## src/blkstat_pkg.sv

```systemverilog
// package for the corrected-block status and group check logic
// assumes a single 200 MHz clock domain
package blkstat_pkg;
    localparam logic [3:0]  ADDR_STATUS      = 4'h1;
    localparam logic [3:0]  ADDR_BLOCK_NUM   = 4'h2;
    localparam logic [3:0]  ADDR_CHECK_DATA  = 4'h6;
    // serial path not built here; kept so a later serial front end shares them
    localparam logic [7:0]  SERIAL_ADDR_DATA = 8'hFB;
    localparam int          SERIAL_STAT_BITS = 16;
    localparam int          BIT_VPASS        = 7;
    localparam int          BIT_BSYNC        = 6;
    localparam int          BIT_FSYNC        = 5;
    localparam int          BIT_ERROR        = 4;
    localparam int          BIT_PARITY       = 3;
    localparam int          BIT_HEAD         = 2;
    localparam int          BIT_CHECK_PASS   = 1;
    localparam int          BIT_REALTIME     = 0;
    localparam logic [7:0]  STATUS_RESET     = 8'h02;
    localparam logic [7:0]  BLOCK_NUM_RESET  = 8'h00;
    localparam logic [7:0]  PARITY_NUM_MAX   = 8'h51;
    localparam logic [15:0] CHECK_POLY       = 16'h1021;
    localparam logic [15:0] CHECK_RESET      = 16'h0000;
    localparam logic [7:0]  CHECK_UNIT_BYTE  = 8'h01;
    localparam logic [7:0]  READ_ZERO        = 8'h00;
endpackage : blkstat_pkg

```

## src/blkstat_regs.sv

```systemverilog
// status, block number and group check register bank
// assumes host accesses are synchronous single-cycle strobes
`timescale 1ns/100ps
`default_nettype none
module blkstat_regs
    import blkstat_pkg::*;
(
    input  wire logic       CLK_I,
    input  wire logic       RST_N_I,
    input  wire logic       BLOCK_READY_I,
    input  wire logic       VERTICAL_PASS_FLAG_I,
    input  wire logic       BLOCK_SYNC_FLAG_I,
    input  wire logic       FRAME_SYNC_FLAG_I,
    input  wire logic       BLOCK_ERROR_I,
    input  wire logic       PARITY_BLOCK_FLAG_I,
    input  wire logic       FRAME_HEAD_I,
    input  wire logic       REALTIME_BLOCK_FLAG_I,
    input  wire logic [7:0] BLOCK_INDEX_BITS_I,
    input  wire logic       READ_ANYTIME_I,
    input  wire logic       GROUP_CHECK_CLEAR_I,
    input  wire logic       RD_I,
    input  wire logic       WR_I,
    input  wire logic [3:0] ADDR_I,
    input  wire logic [7:0] WDATA_I,
    output logic      [7:0] RDATA_O,
    output logic            INT_N_O,
    output logic            GROUP_CHECK_PASS_O
);
    import blkstat_pkg::*;

    ////////////////////////////////////////////////////////////////////////////
    logic [7:0]  status;
    logic [7:0]  block_num;
    logic [15:0] check;
    logic        int_n;
    logic        pass;
    logic [7:0]  rdata;
    logic [7:0]  next_status;
    logic [7:0]  next_block_num;
    logic [15:0] next_check;
    logic        next_int_n;
    logic        next_pass;
    logic [7:0]  next_rdata;
    logic        int_fall;

    // one byte of the group check, msb first
    function automatic logic [15:0] crc_byte(input logic [15:0] c, input logic [7:0] d);
        logic [15:0] r;
        r = c;
        for (int i = 7; i >= 0; i--)
        begin
            if (r[15] ^ d[i])
                r = {r[14:0], 1'b0} ^ CHECK_POLY;
            else
                r = {r[14:0], 1'b0};
        end
        return r;
    endfunction

    ////////////////////////////////////////////////////////////////////////////
    always_comb
    begin
        next_int_n = ~BLOCK_READY_I;
        int_fall   = int_n & ~next_int_n;
        next_check = check;
        if (GROUP_CHECK_CLEAR_I)
            next_check = CHECK_RESET;
        else if (WR_I && ADDR_I == ADDR_CHECK_DATA)
            next_check = crc_byte(check, WDATA_I);
        next_pass = (next_check == CHECK_RESET);
        next_status = status;
        next_block_num = block_num;
        if (int_fall)
        begin
            next_status[BIT_VPASS]    = VERTICAL_PASS_FLAG_I;
            next_status[BIT_BSYNC]    = BLOCK_SYNC_FLAG_I;
            next_status[BIT_FSYNC]    = FRAME_SYNC_FLAG_I;
            next_status[BIT_ERROR]    = BLOCK_ERROR_I;
            next_status[BIT_PARITY]   = PARITY_BLOCK_FLAG_I;
            next_status[BIT_HEAD]     = FRAME_HEAD_I;
            next_status[BIT_REALTIME] = REALTIME_BLOCK_FLAG_I;
            next_block_num = BLOCK_INDEX_BITS_I;
        end
        else if (READ_ANYTIME_I)
        begin
            next_status[BIT_BSYNC] = BLOCK_SYNC_FLAG_I;
            next_status[BIT_FSYNC] = FRAME_SYNC_FLAG_I;
        end
        next_status[BIT_CHECK_PASS] = next_pass;
        next_rdata = READ_ZERO;
        if (RD_I)
        begin
            unique case (ADDR_I)
                ADDR_STATUS:    next_rdata = next_status;
                ADDR_BLOCK_NUM: next_rdata = next_block_num;
                default:        next_rdata = READ_ZERO;
            endcase
        end
    end

    always_ff @(posedge CLK_I or negedge RST_N_I)
    begin
        if (!RST_N_I)
        begin
            status    <= STATUS_RESET;
            block_num <= BLOCK_NUM_RESET;
            check     <= CHECK_RESET;
            int_n     <= 1'b1;
            pass      <= 1'b1;
            rdata     <= READ_ZERO;
        end
        else
        begin
            status    <= next_status;
            block_num <= next_block_num;
            check     <= next_check;
            int_n     <= next_int_n;
            pass      <= next_pass;
            rdata     <= next_rdata;
        end
    end

    assign RDATA_O            = rdata;
    assign INT_N_O            = int_n;
    assign GROUP_CHECK_PASS_O = pass;

    ////////////////////////////////////////////////////////////////////////////
    property p_load_on_fall;
        @(posedge CLK_I) disable iff (!RST_N_I)
        (int_n && !next_int_n) |=> (block_num == $past(BLOCK_INDEX_BITS_I)
            && status[BIT_ERROR] == $past(BLOCK_ERROR_I));
    endproperty
    a_load_on_fall: assert property (p_load_on_fall) else $error("no load on fall");
    property p_hold;
        @(posedge CLK_I) disable iff (!RST_N_I)
        !(int_n && !next_int_n) |=> $stable(block_num);
    endproperty
    a_hold: assert property (p_hold) else $error("number changed off fall");
    property p_pass_zero;
        @(posedge CLK_I) disable iff (!RST_N_I)
        pass == (check == CHECK_RESET) && status[BIT_CHECK_PASS] == pass;
    endproperty
    a_pass_zero: assert property (p_pass_zero) else $error("pass mismatch");
    property p_clear;
        @(posedge CLK_I) disable iff (!RST_N_I)
        GROUP_CHECK_CLEAR_I |=> check == CHECK_RESET && pass;
    endproperty
    a_clear: assert property (p_clear) else $error("clear failed");
    property p_byte;
        @(posedge CLK_I) disable iff (!RST_N_I)
        (WR_I && ADDR_I == ADDR_CHECK_DATA && !GROUP_CHECK_CLEAR_I && check == CHECK_RESET
            && WDATA_I == CHECK_UNIT_BYTE) |=> check == CHECK_POLY;
    endproperty
    a_byte: assert property (p_byte) else $error("crc step wrong");
    property p_int;
        @(posedge CLK_I) disable iff (!RST_N_I)
        BLOCK_READY_I |=> !INT_N_O;
    endproperty
    a_int: assert property (p_int) else $error("no request");
    property p_vpass;
        @(posedge CLK_I) disable iff (!RST_N_I)
        (int_n && !next_int_n) |=> status[BIT_VPASS] == $past(VERTICAL_PASS_FLAG_I)
            && status[BIT_HEAD] == $past(FRAME_HEAD_I);
    endproperty
    a_vpass: assert property (p_vpass) else $error("flags not loaded");
    property p_read;
        @(posedge CLK_I) disable iff (!RST_N_I)
        (RD_I && ADDR_I == ADDR_BLOCK_NUM) |=> RDATA_O == block_num;
    endproperty
    a_read: assert property (p_read) else $error("read wrong");

    ////////////////////////////////////////////////////////////////////////////
    // per-bit load checks: each flag is latched only from its own pin
    property p_load_bsync;
        @(posedge CLK_I) disable iff (!RST_N_I)
        int_fall |=> status[BIT_BSYNC] == $past(BLOCK_SYNC_FLAG_I);
    endproperty
    a_load_bsync: assert property (p_load_bsync) else $error("block sync not loaded");

    property p_load_fsync;
        @(posedge CLK_I) disable iff (!RST_N_I)
        int_fall |=> status[BIT_FSYNC] == $past(FRAME_SYNC_FLAG_I);
    endproperty
    a_load_fsync: assert property (p_load_fsync) else $error("frame sync not loaded");

    property p_load_error;
        @(posedge CLK_I) disable iff (!RST_N_I)
        int_fall |=> status[BIT_ERROR] == $past(BLOCK_ERROR_I);
    endproperty
    a_load_error: assert property (p_load_error) else $error("error bit not loaded");

    property p_load_parity;
        @(posedge CLK_I) disable iff (!RST_N_I)
        int_fall |=> status[BIT_PARITY] == $past(PARITY_BLOCK_FLAG_I);
    endproperty
    a_load_parity: assert property (p_load_parity) else $error("parity not loaded");

    property p_load_head;
        @(posedge CLK_I) disable iff (!RST_N_I)
        int_fall |=> status[BIT_HEAD] == $past(FRAME_HEAD_I);
    endproperty
    a_load_head: assert property (p_load_head) else $error("head not loaded");

    property p_load_realtime;
        @(posedge CLK_I) disable iff (!RST_N_I)
        int_fall |=> status[BIT_REALTIME] == $past(REALTIME_BLOCK_FLAG_I);
    endproperty
    a_load_realtime: assert property (p_load_realtime) else $error("realtime not loaded");

    ////////////////////////////////////////////////////////////////////////////
    // latched copy must not drift between requests
    property p_status_hold;
        @(posedge CLK_I) disable iff (!RST_N_I)
        (!int_fall && !READ_ANYTIME_I) |=> $stable(status[BIT_VPASS:BIT_HEAD])
            && $stable(status[BIT_REALTIME]);
    endproperty
    a_status_hold: assert property (p_status_hold) else $error("status changed off fall");

    property p_vpass_hold;
        @(posedge CLK_I) disable iff (!RST_N_I)
        !int_fall |=> $stable(status[BIT_VPASS]);
    endproperty
    a_vpass_hold: assert property (p_vpass_hold) else $error("pass kind drifted");

    // live mode only touches the two sync bits
    property p_live_bsync;
        @(posedge CLK_I) disable iff (!RST_N_I)
        (READ_ANYTIME_I && !int_fall) |=> status[BIT_BSYNC] == $past(BLOCK_SYNC_FLAG_I);
    endproperty
    a_live_bsync: assert property (p_live_bsync) else $error("live block sync stale");

    property p_live_fsync;
        @(posedge CLK_I) disable iff (!RST_N_I)
        (READ_ANYTIME_I && !int_fall) |=> status[BIT_FSYNC] == $past(FRAME_SYNC_FLAG_I);
    endproperty
    a_live_fsync: assert property (p_live_fsync) else $error("live frame sync stale");

    ////////////////////////////////////////////////////////////////////////////
    property p_int_idle;
        @(posedge CLK_I) disable iff (!RST_N_I)
        !BLOCK_READY_I |=> INT_N_O;
    endproperty
    a_int_idle: assert property (p_int_idle) else $error("request without block");

    property p_read_status;
        @(posedge CLK_I) disable iff (!RST_N_I)
        (RD_I && ADDR_I == ADDR_STATUS) |=> RDATA_O == status;
    endproperty
    a_read_status: assert property (p_read_status) else $error("status read wrong");

    // bus idles at zero so a stray sample never looks like a status
    property p_read_idle;
        @(posedge CLK_I) disable iff (!RST_N_I)
        !RD_I |=> RDATA_O == READ_ZERO;
    endproperty
    a_read_idle: assert property (p_read_idle) else $error("read data not idle");

    ////////////////////////////////////////////////////////////////////////////
    property p_write_ignored;
        @(posedge CLK_I) disable iff (!RST_N_I)
        (GROUP_CHECK_CLEAR_I && WR_I && ADDR_I == ADDR_CHECK_DATA) |=> check == CHECK_RESET;
    endproperty
    a_write_ignored: assert property (p_write_ignored) else $error("write during clear");

    property p_check_hold;
        @(posedge CLK_I) disable iff (!RST_N_I)
        (!GROUP_CHECK_CLEAR_I && !(WR_I && ADDR_I == ADDR_CHECK_DATA)) |=> $stable(check);
    endproperty
    a_check_hold: assert property (p_check_hold) else $error("check moved without byte");

    property p_pin_status;
        @(posedge CLK_I) disable iff (!RST_N_I)
        GROUP_CHECK_PASS_O == status[BIT_CHECK_PASS];
    endproperty
    a_pin_status: assert property (p_pin_status) else $error("pin and flag differ");

    property p_clear_pin;
        @(posedge CLK_I) disable iff (!RST_N_I)
        GROUP_CHECK_CLEAR_I |=> GROUP_CHECK_PASS_O;
    endproperty
    a_clear_pin: assert property (p_clear_pin) else $error("pass pin low after clear");

    // no disable here: this one looks at the edge that leaves reset
    property p_reset_values;
        @(posedge CLK_I)
        $rose(RST_N_I) |-> status == STATUS_RESET && block_num == BLOCK_NUM_RESET && pass;
    endproperty
    a_reset_values: assert property (p_reset_values) else $error("reset values wrong");
endmodule // blkstat_regs
`default_nettype wire

```

## config.mk

```make
export PLATFORM = sky130hd
export DESIGN_NAME = blkstat_regs
export DESIGN_NICKNAME = d
export VERILOG_FILES = /design/src/blkstat_pkg.sv /design/src/blkstat_regs.sv
export SDC_FILE = /design/constraint.sdc
export NUM_CORES = 1
export LEC_CHECK = 0
export ABC_AREA = 1
export BUFFER_PORTS_ARGS = -buffer_cell sky130_fd_sc_hd__clkbuf_2
export CAP_MARGIN = 20
export CORE_UTILIZATION = 58
export DETAILED_ROUTE_END_ITERATION = 7
export GPL_ROUTABILITY_DRIVEN = 0
export GPL_TIMING_DRIVEN = 0
export PLACE_DENSITY = 0.87
export SLEW_MARGIN = 0
export SYNTH_ARGS = -nofsm -noshare
export SYNTH_HDL_FRONTEND = slang
export SYNTH_SLANG_ARGS = --single-unit
```

## constraint.sdc

```tcl
create_clock -name CLK_I -period 3.4 [get_ports CLK_I]
set_input_delay 0.34 -clock CLK_I [delete_from_list [all_inputs] [get_ports CLK_I]]
set_output_delay 0.34 -clock CLK_I [all_outputs]
set_load 0.03 [all_outputs]
```

# After elaboration in Yosys (flattened, before gate mapping)
# Index checks and enable logic that the tools add are counted.
# op_classes
mux,32
reduce_logical,2
eq_ne,3
n_bitwise,18
# op_table
op,n
16-bit 2-to-1 mux,16
13-bit 2-to-1 mux,8
3-bit NOT,8
16-bit zero test,1
8-bit 2-to-1 mux,2
8-bit one-hot mux with 2 select lines,1
1-bit bitwise XOR,8
"4-bit by 1-bit == test with 1-bit output, second input constant",1
"4-bit by 2-bit == test with 1-bit output, second input constant",1
"4-bit by 3-bit == test with 1-bit output, second input constant",1
2-bit 2-to-1 mux,2
3-bit 2-to-1 mux,1
1-bit 2-to-1 mux,2
1-bit AND,1
1-bit logical AND,1
1-bit NOT,1
# word_totals
input_bits,34
register_bits,42

# Depth between registers and ports, before layout
# logic_depth
depth_word,35
mapped_depth,13

# Worst setup path before layout
# Ideal clock, no wire load.
# synth_timing
kind,reg2reg
startpoint,"register int_n, in the netlist INT_N_O"
endpoint,"register rdata[1], in the netlist RDATA_O[1]"
t_arrival_ns,1.332
path_buffers,1
t_required_ns,3.273
stages_incl_launch_ff,6
path_slack_ns,1.941
path_cell_list,dfstp_2 -> nand2_1 -> buf_2 -> mux2_2 -> nand2_1 -> a21oi_1
# synth_between
elab_chain_cells,4
# synth_lines
element,line,source
from (decl),blkstat_regs.sv:35,logic int_n;
from (signal assigned),blkstat_regs.sv:117,int_n <= next_int_n;
1-bit AND,blkstat_regs.sv:64,int_fall = int_n & ~next_int_n;
8-bit 2-to-1 mux,blkstat_regs.sv:73,if (int_fall)
net next_block_num[1],blkstat_regs.sv:39,logic [7:0] next_block_num;
8-bit one-hot mux with 2 select lines,blkstat_regs.sv:93,unique case (ADDR_I)
8-bit 2-to-1 mux,blkstat_regs.sv:91,if (RD_I)
net next_rdata[1],blkstat_regs.sv:43,logic [7:0] next_rdata;
to (signal assigned),blkstat_regs.sv:119,rdata <= next_rdata;
to (decl),blkstat_regs.sv:37,logic [7:0] rdata;
# The timed path passes the listed nets, and every way through them passes these cells.

# Worst setup path in the final report
# layout_timing
startpoint,register check[14]
endpoint,"register rdata[1], in the netlist RDATA_O[1]"
# layout_between
elab_chain_cells,28
elab_cells_between_ends,29
classes_between,25 x mux; 3 x bitwise; 1 x reduce/logical
# layout_lines
element,line,source
from (decl),blkstat_regs.sv:34,logic [15:0] check;
from (signal assigned),blkstat_regs.sv:116,check <= next_check;
16-bit 2-to-1 mux,blkstat_regs.sv:68,else if (WR_I && ADDR_I == ADDR_CHECK_DATA)
16-bit 2-to-1 mux,blkstat_regs.sv:66,if (GROUP_CHECK_CLEAR_I)
1-bit bitwise XOR,blkstat_regs.sv:52,if (r[15] ^ d[i])
13-bit 2-to-1 mux,blkstat_regs.sv:52,
16-bit 2-to-1 mux,blkstat_regs.sv:68,
16-bit 2-to-1 mux,blkstat_regs.sv:66,
13-bit 2-to-1 mux,blkstat_regs.sv:52,
16-bit 2-to-1 mux,blkstat_regs.sv:68,
(+13 left out),-,
16-bit 2-to-1 mux,blkstat_regs.sv:66,
13-bit 2-to-1 mux,blkstat_regs.sv:52,
16-bit 2-to-1 mux (*),blkstat_regs.sv:68,
16-bit 2-to-1 mux (*),blkstat_regs.sv:66,
16-bit zero test (*),blkstat_regs.sv:70,next_pass = (next_check == CHECK_RESET);
8-bit one-hot mux with 2 select lines (*),blkstat_regs.sv:93,
8-bit 2-to-1 mux (*),blkstat_regs.sv:91,
net next_rdata[1],blkstat_regs.sv:43,
# The timed path passes the listed nets; every way through them passes the cells marked *. The select of a mux whose other input is x is not followed.

==> out/summary.txt <==
Die Wd -> 63.02 um
CTS buffer count -> 5
routed via count -> 1941
# DRC -> 0
crit path capture -> RDATA_O[1]$_DFF_PN0_
I/O pin total -> 44
Clock transition at path regs -> 0.08 ns
synthesized area -> 2160 um^2
fmax -> 0.5826 GHz
CP Depth -> 13
Tot Pwr -> 1.105 mW
WL final -> 5010 um
critical path class -> register to register
commonest non-fill, non-tap cells in the layout -> 101 x nand2_1, 46 x inv_1, 43 x clkbuf_2, 39 x dfrtp_1, 24 x nand3_1
Slew Viols, Final -> 0
status -> completed
worst-skew pair later-pin latency -> 0.30 ns
setup bufs post-CTS -> 0
Tmin final -> 1.716 ns
Hold-fix buffers, CTS -> 0
CP top delay family -> simple AND/OR/NAND/NOR gates
crit-path max FO -> 4
Post-Route Setup TNS -> 0 ns
I/O Buffers -> 43
Synth Net Count -> 313
overflow left after global routing -> 0
crit path cell chain -> inv_1, nand2_1, nand2_1, inv_1, nand2_1, nand2_1, nand2_1, nand3_1, nand2_1, nand2_1, nor2_1, nand4_1, a21oi_1
unrepaired setup endpoints after global routing -> no
YS warnings -> 0
number of inserted diodes -> 0
commonest non-fill, non-tap cell in the layout -> nand2_1
Sink Count -> 41
R2R Setup Slk -> 1.68 ns
Die H -> 63.02 um
Worst Path Arrival -> 1.95 ns
PostCTS Resize Cnt -> 0
share of layout cells above drive strength 1 -> 24.62%
final hold vios -> 0
detailed placement HPWL -> 3365 um
VDD IR max -> 341.1 uV
Final setup viols -> 0
DR WL/cell -> 13.22 um
Root Buffer -> clkbuf_8
largest net degree at the start of global routing -> 42
first-pass GRT wire length -> 8397 um
drt pass-1 iters -> 4
leak pwr -> 1.442 nW
predominant post-synthesis flop cell -> dfrtp_1
post-synthesis sequential area ratio -> 47.62%
Slew HR -> 33.10%
CP max stage cell -> dfrtp_1
period utilization -> 50.48%
area grow syn2layout -> 19.58%
Clock Tree Buf Depth -> 2
Overall Global Routing Usage -> 27.61%
number of synthesized flops with an enable pin -> 0
Worst setup startpoint -> check[14]$_DFF_PN0_
Async SR Flop Fraction -> 100.0%
Max-cap violations -> 0
Req. time, crit path -> 3.63 ns
TritonCTS clock tree -> done
Placeable Area -> 3442 um^2
nets@finish -> 366
Routed Antenna Nets -> 0
post-synthesis cell count -> 279
syn avg cell area -> 7.740 um^2
Power Dens Cells -> 427.9 nW/um^2
worst-case reg-to-reg path depth -> 13
area of the multi-input gates -> 919.6 um^2
initial antenna violation count -> 0
full die area -> 3972 um^2
reg2reg start -> check[14]$_DFF_PN0_
Netlist cell types -> 23
CTS HTree Levels -> 2
Critical Path Most Common Cell -> nand2_1
Worst Max-Slew Pin Slew -> 0.9958 ns
FF-to-FF End -> RDATA_O[1]$_DFF_PN0_
number of global-route vias before repair -> 1917
fill count -> 265
Yosys reg bits -> 41
Initial Util -> 62.74%
CP endpoint kind -> register
register area -> 1028 um^2
Clock Skews -> 0.007037 ns
Hold Path Depth -> 2
crit path buf inv count -> 2
hold crit path type -> input pin to register
Vias/cell -> 5.121
Rows -> 21
critical path's largest stage delay -> 0.40 ns
crit path launch type -> register
Iter 0 DRT Violations -> 141
-- routing by layer --
layer  wire [um]  global-route usage, %  share of wire, %  vias up
met3         352                  7.664               7.0       10
li1            -                      -                 -      973
met1        1986                  31.80                40      898
met5           0                      0                 0        -
met4          79                  7.558               1.6        0
met2        2591                  49.60                52       60
-- per-stage QoR --
stage	util, %	hold slack (ns)	instances	setup WS [ns]	cell area, um^2
6_report	75.03	0.1514	379	1.684	2582
5_1_grt	75.03	0.1657	379	1.477	2582
4_1_cts	74.15	0.1531	377	1.726	2552
3_5_place_dp	70.81	0.4738	369	1.578	2437
3_3_place_gp	70.67	0.4658	368	1.353	2432
2_1_floorplan	-	0.04441	279	1.941	2160
-- cell families (layout without fill, tap and decap cells) --
| logic type | Yosys count | after routing | synth area share [%] |
|---|---|---|---|
| DFF | 41 | 41 | 47.62 |
| AOI/OAI and AO/OA | 23 | 23 | 5.330 |
| muxes | 15 | 15 | 7.821 |
| xor gates and xnor gates | 1 | 1 | 0.4056 |
| and+or+nand+nor | 147 | 147 | 29.03 |
| buffers and inverters | 52 | 106 | 9.791 |
-- worst min path at each step --
stage | startpoint | endpoint | slack (ns)
2_1_floorplan | RST_N_I | RDATA_O[0]$_DFF_PN0_ | 0.04
3_3_place_gp | BLOCK_READY_I | INT_N_O$_DFF_PN1_ | 0.47
3_5_place_dp | BLOCK_READY_I | INT_N_O$_DFF_PN1_ | 0.47
4_1_cts | BLOCK_READY_I | INT_N_O$_DFF_PN1_ | 0.15
5_1_grt | BLOCK_READY_I | INT_N_O$_DFF_PN1_ | 0.17
6_report | BLOCK_READY_I | INT_N_O$_DFF_PN1_ | 0.15
-- synth_stat cells (2+ instances only) --
cell type | number | share of area [%]
nor2_2 | 2 | 0.58
mux2_2 | 15 | 7.8
dfrtp_1 | 39 | 45
dfstp_2 | 2 | 2.4
nor2_1 | 12 | 2.1
nand3_1 | 24 | 5.6
o21ai_0 | 3 | 0.70
a21oi_1 | 20 | 4.6
inv_2 | 2 | 0.35
inv_1 | 46 | 8.0
buf_6 | 2 | 1.0
nand2_1 | 101 | 18
-- sequential cells by signal, summed over array words and instances (netlist names) --
name,cells
INT_N_O,1
check,16
status,8
block_num,8
RDATA_O,8
-- power by group --
group	switching, mW	total [mW]	internal, mW
sequential	0.0105	0.534	0.524
combinational	0.105	0.173	0.0681
clock	0.178	0.398	0.220
total	0.294	1.11	0.811
-- cell type report --
type	count	share of cell area (%)
multi-input combinational	186	35.61
inverter	48	6.977
sequential	41	39.83
clock buffer	5	2.665
tap	46	2.229
timing repair buffer	46	9.690
clock inverter	3	1.793
buffer	4	1.211
-- worst reg2reg max path: stages, from the launching register on --
cell and delay (ns):
dfrtp_1 0.40, inv_1 0.08, nand2_1 0.07, nand2_1 0.12, inv_1 0.07, nand2_1 0.14
nand2_1 0.09, nand2_1 0.06, nand3_1 0.06, nand2_1 0.09, nand2_1 0.07, nor2_1 0.15
nand4_1 0.13, a21oi_1 0.13
Note: power is estimated with default switching activity, not from simulation.
